==> config.mk <==
export PLATFORM = sky130hd
export DESIGN_NAME = regulator_enable_mode_ctrl
export DESIGN_NICKNAME = d
export VERILOG_FILES = /design/src/design/regulator_enable_mode_ctrl_pkg.sv /design/src/design/regulator_enable_mode_ctrl.sv
export SDC_FILE = /design/constraint.sdc
export NUM_CORES = 1
export LEC_CHECK = 0
export BUFFER_PORTS_ARGS = -buffer_cell sky130_fd_sc_hd__buf_2
export CAP_MARGIN = 25
export CORE_MARGIN = 4
export CORE_UTILIZATION = 55
export DETAILED_ROUTE_END_ITERATION = 8
export GPL_ROUTABILITY_DRIVEN = 0
export HOLD_SLACK_MARGIN = 0.06
export PLACE_DENSITY_LB_ADDON = 0.1
export REMOVE_ABC_BUFFERS = 1
export SETUP_SLACK_MARGIN = 0.15
export SLEW_MARGIN = 20
export SYNTH_ARGS = -nofsm -noshare
export SYNTH_HDL_FRONTEND = slang
export SYNTH_SLANG_ARGS = --single-unit
==> constraint.sdc <==
create_clock -name clk_sys_i -period 2.4 [get_ports clk_sys_i]
set_input_delay 0.12 -clock clk_sys_i [delete_from_list [all_inputs] [get_ports clk_sys_i]]
set_output_delay 0.12 -clock clk_sys_i [all_outputs]
set_load 0.05 [all_outputs]
==> src/design/regulator_enable_mode_ctrl_pkg.sv <==
// Constants and types of the rail control register bank
`default_nettype none
package regulator_enable_mode_ctrl_pkg;
   // Register offsets on the serial bus
   localparam logic [7:0] ADDR_LIN_A3 = 8'h9B;
   localparam logic [7:0] ADDR_SD_CTRL = 8'h9C;
   localparam logic [7:0] ADDR_FORCE = 8'h9E;
   // Reset values; the linear regulator code is factory dependent
   localparam logic [7:0] LIN_A3_RST = 8'hBB;
   localparam logic [7:0] LIN_A3_RST_ALT = 8'h00;
   localparam logic [7:0] SD_CTRL_RST = 8'h07;
   localparam logic [7:0] SD_CTRL_RST_ALT = 8'h27;
   localparam logic [7:0] FORCE_RST = 8'h00;
   localparam logic [7:0] SD_CTRL_WMASK = 8'h3F;
   localparam logic [7:0] READ_UNMAPPED = 8'h00;
   // Bus address of the device, value arbitrary
   localparam logic [6:0] DEV_ADDR_DEF = 7'h2A;
   localparam logic [3:0] BIT_LAST = 4'h8;
   // Field positions
   localparam int SD_KILL_LSB = 0;
   localparam int SD_PWM_LSB = 3;
   localparam int A3_NORMAL_LSB = 0;
   localparam int A3_SLEEP_LSB = 4;

   typedef struct packed {
      logic [3:0] lin_a3_sleep_code;
      logic [3:0] lin_a3_normal_code;
   } lin_a3_voltage_t;

   typedef struct packed {
      logic [1:0] reserved;
      logic [2:0] sd_pwm_select;
      logic [2:0] sd_kill_n;
   } stepdown_mode_disable_t;

   typedef struct packed {
      logic lin_a2_force_on;
      logic switch_a1_force_on;
      logic [5:0] sd_force_on;
   } rail_force_enable_t;

   // Pins that come from outside the clock domain
   typedef struct packed {
      logic sleep_state_n;
      logic linear_switch_enable_pin;
      logic switch_enable_pin;
      logic scl;
      logic sda;
   } pin_in_t;

   typedef enum logic [8:0] {
      ST_IDLE = 9'h001,
      ST_ADDR = 9'h002,
      ST_ADDR_ACK = 9'h004,
      ST_PTR = 9'h008,
      ST_PTR_ACK = 9'h010,
      ST_WDATA = 9'h020,
      ST_WDATA_ACK = 9'h040,
      ST_RDATA = 9'h080,
      ST_RDATA_ACK = 9'h100
   } bus_state_t;
endpackage : regulator_enable_mode_ctrl_pkg
`default_nettype wire

==> src/design/regulator_enable_mode_ctrl.sv <==
// Rail control register bank behind an I2C slave port
`default_nettype none
// How it works
// - Upper nibble gives code while sleep low
// - Lower nibble gives code while sleep high
// - Mode bits 3..5: 0 auto, 1 PWM
// - Cleared kill bit forces rail 1..3 off
// - Kill bit overrides force-on bit
// - Force bits 0..5 turn step-down rails on
// - Bit 7 forces regulator two, else pin
// - Bit 6 forces switch, else either pin
// - Force register resets to all zeros
// - Control register resets to 0x07 or variant
// - Voltage register resets to factory value
module regulator_enable_mode_ctrl
   import regulator_enable_mode_ctrl_pkg::*;
#(
   parameter logic [6:0] DEV_ADDR = DEV_ADDR_DEF,
   parameter logic [7:0] A3_RST = LIN_A3_RST,
   parameter logic [7:0] CTRL_RST = SD_CTRL_RST
) (
   input wire logic clk_sys_i,
   input wire logic rst_n_i,
   input wire logic scl_i,
   input wire logic sda_i,
   output logic sda_o,
   output logic sda_oe_o,
   input wire logic sleep_state_n_i,
   input wire logic linear_switch_enable_pin_i,
   input wire logic switch_enable_pin_i,
   input wire logic [5:0] seq_en_i,
   output logic [3:0] lin_a3_code_o,
   output logic [2:0] sd_pwm_select_o,
   output logic [5:0] sd_on_o,
   output logic lin_a2_on_o,
   output logic switch_a1_on_o
);

   // Reserved bits must be zero in the variant reset value
   if (CTRL_RST[7:6] != 2'b00) begin : g_bad_rst
      $error("control reset value sets reserved bits");
   end
   if (DEV_ADDR[6:3] == 4'h0 || DEV_ADDR[6:3] == 4'hF) begin : g_bad_addr
      $error("bus address lies in a reserved group");
   end

   pin_in_t pins_raw;
   pin_in_t meta_q;
   pin_in_t sync_q;
   pin_in_t dly_q;
   bus_state_t state_q;
   logic [3:0] cnt_q;
   logic [7:0] sr_q;
   logic [7:0] tx_q;
   logic [7:0] ptr_q;
   logic rw_q;
   logic wr_q;
   lin_a3_voltage_t a3_q;
   stepdown_mode_disable_t ctrl_q;
   rail_force_enable_t force_q;
   logic [7:0] rd_data;
   logic scl_rise;
   logic scl_fall;
   logic bus_start;
   logic bus_stop;

   assign pins_raw = '{sleep_state_n: sleep_state_n_i, linear_switch_enable_pin: linear_switch_enable_pin_i,
                       switch_enable_pin: switch_enable_pin_i, scl: scl_i, sda: sda_i};

   // Two stages, then a third for edge detection so the first stays private
   always_ff @(posedge clk_sys_i or negedge rst_n_i) begin
      if (!rst_n_i) begin
         meta_q <= 5'h1F;
         sync_q <= 5'h1F;
         dly_q <= 5'h1F;
      end else begin
         meta_q <= pins_raw;
         sync_q <= meta_q;
         dly_q <= sync_q;
      end
   end

   assign scl_rise = sync_q.scl & ~dly_q.scl;
   assign scl_fall = ~sync_q.scl & dly_q.scl;
   assign bus_start = sync_q.scl & dly_q.scl & dly_q.sda & ~sync_q.sda;
   assign bus_stop = sync_q.scl & dly_q.scl & ~dly_q.sda & sync_q.sda;

   always_comb begin
      unique case (ptr_q)
         ADDR_LIN_A3: rd_data = a3_q;
         ADDR_SD_CTRL: rd_data = ctrl_q;
         ADDR_FORCE: rd_data = force_q;
         default: rd_data = READ_UNMAPPED;
      endcase
   end

   // Bus protocol; only the open-drain low is ever driven
   always_ff @(posedge clk_sys_i or negedge rst_n_i) begin
      if (!rst_n_i) begin
         state_q <= ST_IDLE;
         cnt_q <= 4'h0;
         sr_q <= 8'h00;
         tx_q <= 8'h00;
         ptr_q <= 8'h00;
         rw_q <= 1'b0;
         wr_q <= 1'b0;
         sda_oe_o <= 1'b0;
      end else begin
         wr_q <= 1'b0;
         if (bus_start) begin
            state_q <= ST_ADDR;
            cnt_q <= 4'h0;
            sda_oe_o <= 1'b0;
         end else if (bus_stop) begin
            state_q <= ST_IDLE;
            sda_oe_o <= 1'b0;
         end else begin
            unique case (state_q)
               ST_IDLE: begin
               end
               ST_ADDR, ST_PTR, ST_WDATA: begin
                  if (scl_rise) begin
                     sr_q <= {sr_q[6:0], sync_q.sda};
                     cnt_q <= cnt_q + 4'h1;
                  end else if (scl_fall && cnt_q == BIT_LAST) begin
                     sda_oe_o <= 1'b1;
                     if (state_q == ST_ADDR) begin
                        if (sr_q[7:1] == DEV_ADDR) begin
                           rw_q <= sr_q[0];
                           state_q <= ST_ADDR_ACK;
                        end else begin
                           sda_oe_o <= 1'b0;
                           state_q <= ST_IDLE;
                        end
                     end else if (state_q == ST_PTR) begin
                        ptr_q <= sr_q;
                        state_q <= ST_PTR_ACK;
                     end else begin
                        wr_q <= 1'b1;
                        state_q <= ST_WDATA_ACK;
                     end
                  end
               end
               ST_ADDR_ACK: begin
                  if (scl_fall) begin
                     cnt_q <= 4'h0;
                     if (rw_q) begin
                        tx_q <= rd_data;
                        sda_oe_o <= ~rd_data[7];
                        state_q <= ST_RDATA;
                     end else begin
                        sda_oe_o <= 1'b0;
                        state_q <= ST_PTR;
                     end
                  end
               end
               ST_PTR_ACK, ST_WDATA_ACK: begin
                  if (scl_fall) begin
                     sda_oe_o <= 1'b0;
                     cnt_q <= 4'h0;
                     if (state_q == ST_WDATA_ACK) begin
                        ptr_q <= ptr_q + 8'h01;
                     end
                     state_q <= ST_WDATA;
                  end
               end
               ST_RDATA: begin
                  if (scl_rise) begin
                     cnt_q <= cnt_q + 4'h1;
                  end else if (scl_fall) begin
                     if (cnt_q == BIT_LAST) begin
                        sda_oe_o <= 1'b0;
                        ptr_q <= ptr_q + 8'h01;
                        state_q <= ST_RDATA_ACK;
                     end else begin
                        tx_q <= {tx_q[6:0], 1'b0};
                        sda_oe_o <= ~tx_q[6];
                     end
                  end
               end
               ST_RDATA_ACK: begin
                  // A host NACK ends the read; wait for stop or restart
                  if (scl_rise && sync_q.sda) begin
                     state_q <= ST_IDLE;
                  end else if (scl_fall) begin
                     cnt_q <= 4'h0;
                     tx_q <= rd_data;
                     sda_oe_o <= ~rd_data[7];
                     state_q <= ST_RDATA;
                  end
               end
            endcase
         end
      end
   end

   assign sda_o = 1'b0;

   // Register file; writes to other offsets are acknowledged and dropped
   always_ff @(posedge clk_sys_i or negedge rst_n_i) begin
      if (!rst_n_i) begin
         a3_q <= A3_RST;
         ctrl_q <= CTRL_RST & SD_CTRL_WMASK;
         force_q <= FORCE_RST;
      end else if (wr_q) begin
         if (ptr_q == ADDR_LIN_A3) begin
            a3_q <= sr_q;
         end
         if (ptr_q == ADDR_SD_CTRL) begin
            ctrl_q <= sr_q & SD_CTRL_WMASK;
         end
         if (ptr_q == ADDR_FORCE) begin
            force_q <= sr_q;
         end
      end
   end

   // Rail controls, registered so every output comes from a flop
   always_ff @(posedge clk_sys_i or negedge rst_n_i) begin
      if (!rst_n_i) begin
         lin_a3_code_o <= 4'h0;
         sd_pwm_select_o <= 3'h0;
         sd_on_o <= 6'h00;
         lin_a2_on_o <= 1'b0;
         switch_a1_on_o <= 1'b0;
      end else begin
         lin_a3_code_o <= sync_q.sleep_state_n ? a3_q.lin_a3_normal_code
                                               : a3_q.lin_a3_sleep_code;
         sd_pwm_select_o <= ctrl_q.sd_pwm_select;
         sd_on_o[5:3] <= force_q.sd_force_on[5:3] | seq_en_i[5:3];
         sd_on_o[2:0] <= ctrl_q.sd_kill_n & (force_q.sd_force_on[2:0] | seq_en_i[2:0]);
         lin_a2_on_o <= force_q.lin_a2_force_on | sync_q.linear_switch_enable_pin;
         switch_a1_on_o <= force_q.switch_a1_force_on | sync_q.linear_switch_enable_pin
                           | sync_q.switch_enable_pin;
      end
   end
endmodule : regulator_enable_mode_ctrl
`default_nettype wire

==> metrics.md <==
| Metric | Value |
|---|---|
| Status | finished, final reports clean |
| Netlist cell types | 63 |
| CTS Root Cell | clkbuf_8 |
| End-of-flow core utilization | 64.6% |
| Area grow syn2layout | 14.2% |
| Cells after Synth | 395 |
| Number of global-route vias before repair | 3207 |
| Crit path capture type | flip-flop |
| FFs w/ async S/R, synth | 100% |
| # IOs | 30 |
| Peak supply drop | 0.515 mV |
| Crit path DAT | 2.47 ns |
| Residual DRC count | 0 |
| Met3 usage | 4.74% |
| Pwr Density | 732 nW/um^2 |
| Largest net degree at the start of global routing | 55 |
| Core Rows | 32 |
| Crit Path Class | reg2reg |
| Detail Route Antenna Nets | 0 |
| Sequential area share after synthesis | 50.7% |
| Synth Flop Type | dfrtp_1 |
| Rel. slew slack | 66.7% |
| Critical path's slowest cell | dfstp_2 |
| Clk_skew | 0.00572 ns |
| Worst reg2reg startpoint | state_q[0] |
| Total core area | 7770 sq um |
| Die Ht | 97.4 um |
| Number of synthesized register bits | 88 |
| Vias per cell | 5.89 |
| CTS tree | built |
| Final WS setup | 0.178 ns |
| Die area | 9490 sq um |
| Final Cycle Share | 92.6% |
| Die W | 97.4 um |
| Num CTS Buffers | 9 |
| Dpl ws | 0.150 ns |
| Met2 usage | 32.2% |
| Worst path max stage delay | 0.61 ns |
| Final setup fails | 0 |
| Detail-routed net length per standard cell | 17.2 um |
| Final number of hold-violating endpoints | 0 |
| CTS H-tree lvls | 3 |
| Final #Nets | 461 |
| Leak pwr | 2.23 nW |
| Fin crit period | 2.22 ns |
| DR vias | 3237 |
| Dpl hpwl | 6.68 mm |
| EDFF count, synth | 0 |
| WP buf/inv | 1 |
| Sink Count | 88 |
| Initial Util | 56.6% |
| Routed WL | 9.48 mm |
| Critical Path Fanout Max | 7 |
| Critical path cell sequence | nor4_4, buf_4, and3b_2, o21a_1, a211oi_2, o31a_4, mux2_2 |
| Ant diodes | 0 |
| Global routing's busiest layer | met2 |
| Avg Cell Area, Syn | 11.1 sq um |
| Peak Freq | 0.450 GHz |
| Slew Limit Fails | 0 |
| Pre-antenna DRT Iters | 5 |
| Worst-case clock buffer depth | 2 |
| Req. time, crit path | 2.65 ns |
| CP startpoint | state_q[0] |
| Hold WC Path Type | in2async |
| Initial antenna violation count | 0 |
| GR Layer Usage met1 | 30.6% |
| First-pass GRT wire length | 16.1 mm |
| Max-cap check violation count | 0 |
| Clock Latency Late Sink | 0.36 ns |
| Port Buffers | 28 |
| GRT Residual Overflow | 0 |
| Synth warn | 0 |
| Startpoint Class | flip-flop |
| Ratio of cells with drive above 1 in the final layout | 36.4% |
| Worst-Margin Slew | 0.498 ns |
| Initial drt markers | 221 |
| Gr usage total | 21.0% |
| Worst path top cell family by delay | compound AO/OA/AOI/OAI gates |
| CTS clk-pin slew, worst paths | 0.08 ns |
| Total power | 3.67 mW |
| RSZ-0062 raised after global routing | true |
| Mapped cell area | 4400 sq um |
[cells in the final DEF (no fill, tap or decap), types with 4 or more instances in the layout]
cell type      netlist  routed
a32oi_1              6       6
mux2_2              40      40
xor2_1               5       5
o21a_1               5       5
o211ai_1             4       4
nand3_1             15      15
ha_1                 5       5
inv_1               12      12
o21ai_0             24      23
dlygate4sd3_1        0      12
nand2_1             33      33
buf_2                6      27
dfstp_2             22      22
a21oi_2              5       6
nand4_1              4       4
clkbuf_8             1      11
a22o_1               6       6
nor2_1              22      21
dfrtp_2              0       6
or3_1                7       7
a21oi_1             24      23
dfrtp_1             66      60
buf_4                3      17
or2_2                7       7
nor4b_1              5       4
[metrics by stage]
stage	TNS, ns	hold WS (ns)	cell area [sq um]	cells
floorplan	-0.0976	-0.176	4260	374
global placement	0	0.0932	4660	518
detailed placement	0	0.101	4660	518
CTS	0	0.251	4980	548
global route	0	0.274	5020	550
finish	0	0.249	5020	550
[per-layer routing]
layer,vias to the layer above,part of all wire [%]
met3,11,5.0
met1,1602,47
met5,-,0
met4,0,1.3
met2,88,47
li1,1536,-
[Yosys cell counts (all sizes together) (4+ instances only)]
master | instances | area [sq um]
dfrtp | 66 | 1650
mux2 | 41 | 465
nand2 | 33 | 124
a21oi | 29 | 164
o21ai | 25 | 125
dfstp | 22 | 578
nor2 | 22 | 82.6
nand3 | 15 | 75.1
buf | 13 | 97.6
inv | 12 | 45.0
clkbuf | 8 | 40.0
or2 | 7 | 43.8
or3 | 7 | 43.8
a22o | 6 | 52.6
a32oi | 6 | 52.6
nor4 | 6 | 73.8
ha | 5 | 62.6
nor4b | 5 | 43.8
o21a | 5 | 37.5
xor2 | 5 | 43.8
a21o | 4 | 31.3
and3 | 4 | 27.5
nand4 | 4 | 25.0
o211ai | 4 | 30.0
[final timing paths]
check	to	slack (ns)	cells after the start
setup / recovery	state_q[2]	0.18	7
min in group clk_sys_i	sync_q[2]	0.36	0
hold / removal	sd_on_o[5]	0.25	2
setup reg to reg	state_q[2]	0.18	7
max in group asynchronous	dly_q[1]	1.47	3
hold reg to reg	sync_q[2]	0.36	0
[state kept, by name, indices dropped and copies added, names as in the netlist, 2 cells and up]
| signal | flops |
|---|---|
| a3_q | 8 |
| cnt_q | 4 |
| ctrl_q | 6 |
| dly_q | 2 |
| force_q | 8 |
| lin_a3_code_o | 4 |
| meta_q | 5 |
| ptr_q | 8 |
| sd_on_o | 6 |
| sd_pwm_select_o | 3 |
| sr_q | 8 |
| state_q | 9 |
| sync_q | 5 |
| tx_q | 7 |
[cell type report]
type | count | area (sq um)
Clock buffer | 12 | 155
Clock inverter | 4 | 28.8
Fill cell | 608 | 2750
Inverter | 12 | 45.0
Multi-Input combinational cell | 274 | 2000
Sequential cell | 88 | 2240
Tap cell | 102 | 128
Timing Repair Buffer | 58 | 423
[where the power goes]
| group | internal, mW | switching [mW] |
|---|---|---|
| Sequential | 1.65 | 0.230 |
| Combinational | 0.356 | 0.494 |
| Clock | 0.433 | 0.507 |
| Total | 2.44 | 1.23 |
[kinds of logic (layout without fill, tap and decap cells)]
logic type	count (synthesis)	after routing	synth area share (%)
mux	44	44	11.3
simple gates	119	119	14.9
buf+inv	33	86	4.15
compound gates	99	99	16.2
xor+xnor	6	6	1.20
flops	88	88	50.7
fa+ha+maj	5	5	1.42
other cells	1	1	0.0853
[repair_timing]
item	in CTS	in global routing
buffers inserted	2	2
hold buffers	12	0
endpoints found under the setup margin	1	27
hold endpoints to repair	45	0
pin swaps	1	1
gates resized for setup	0	12
Power figures use the tool's default switching activity.
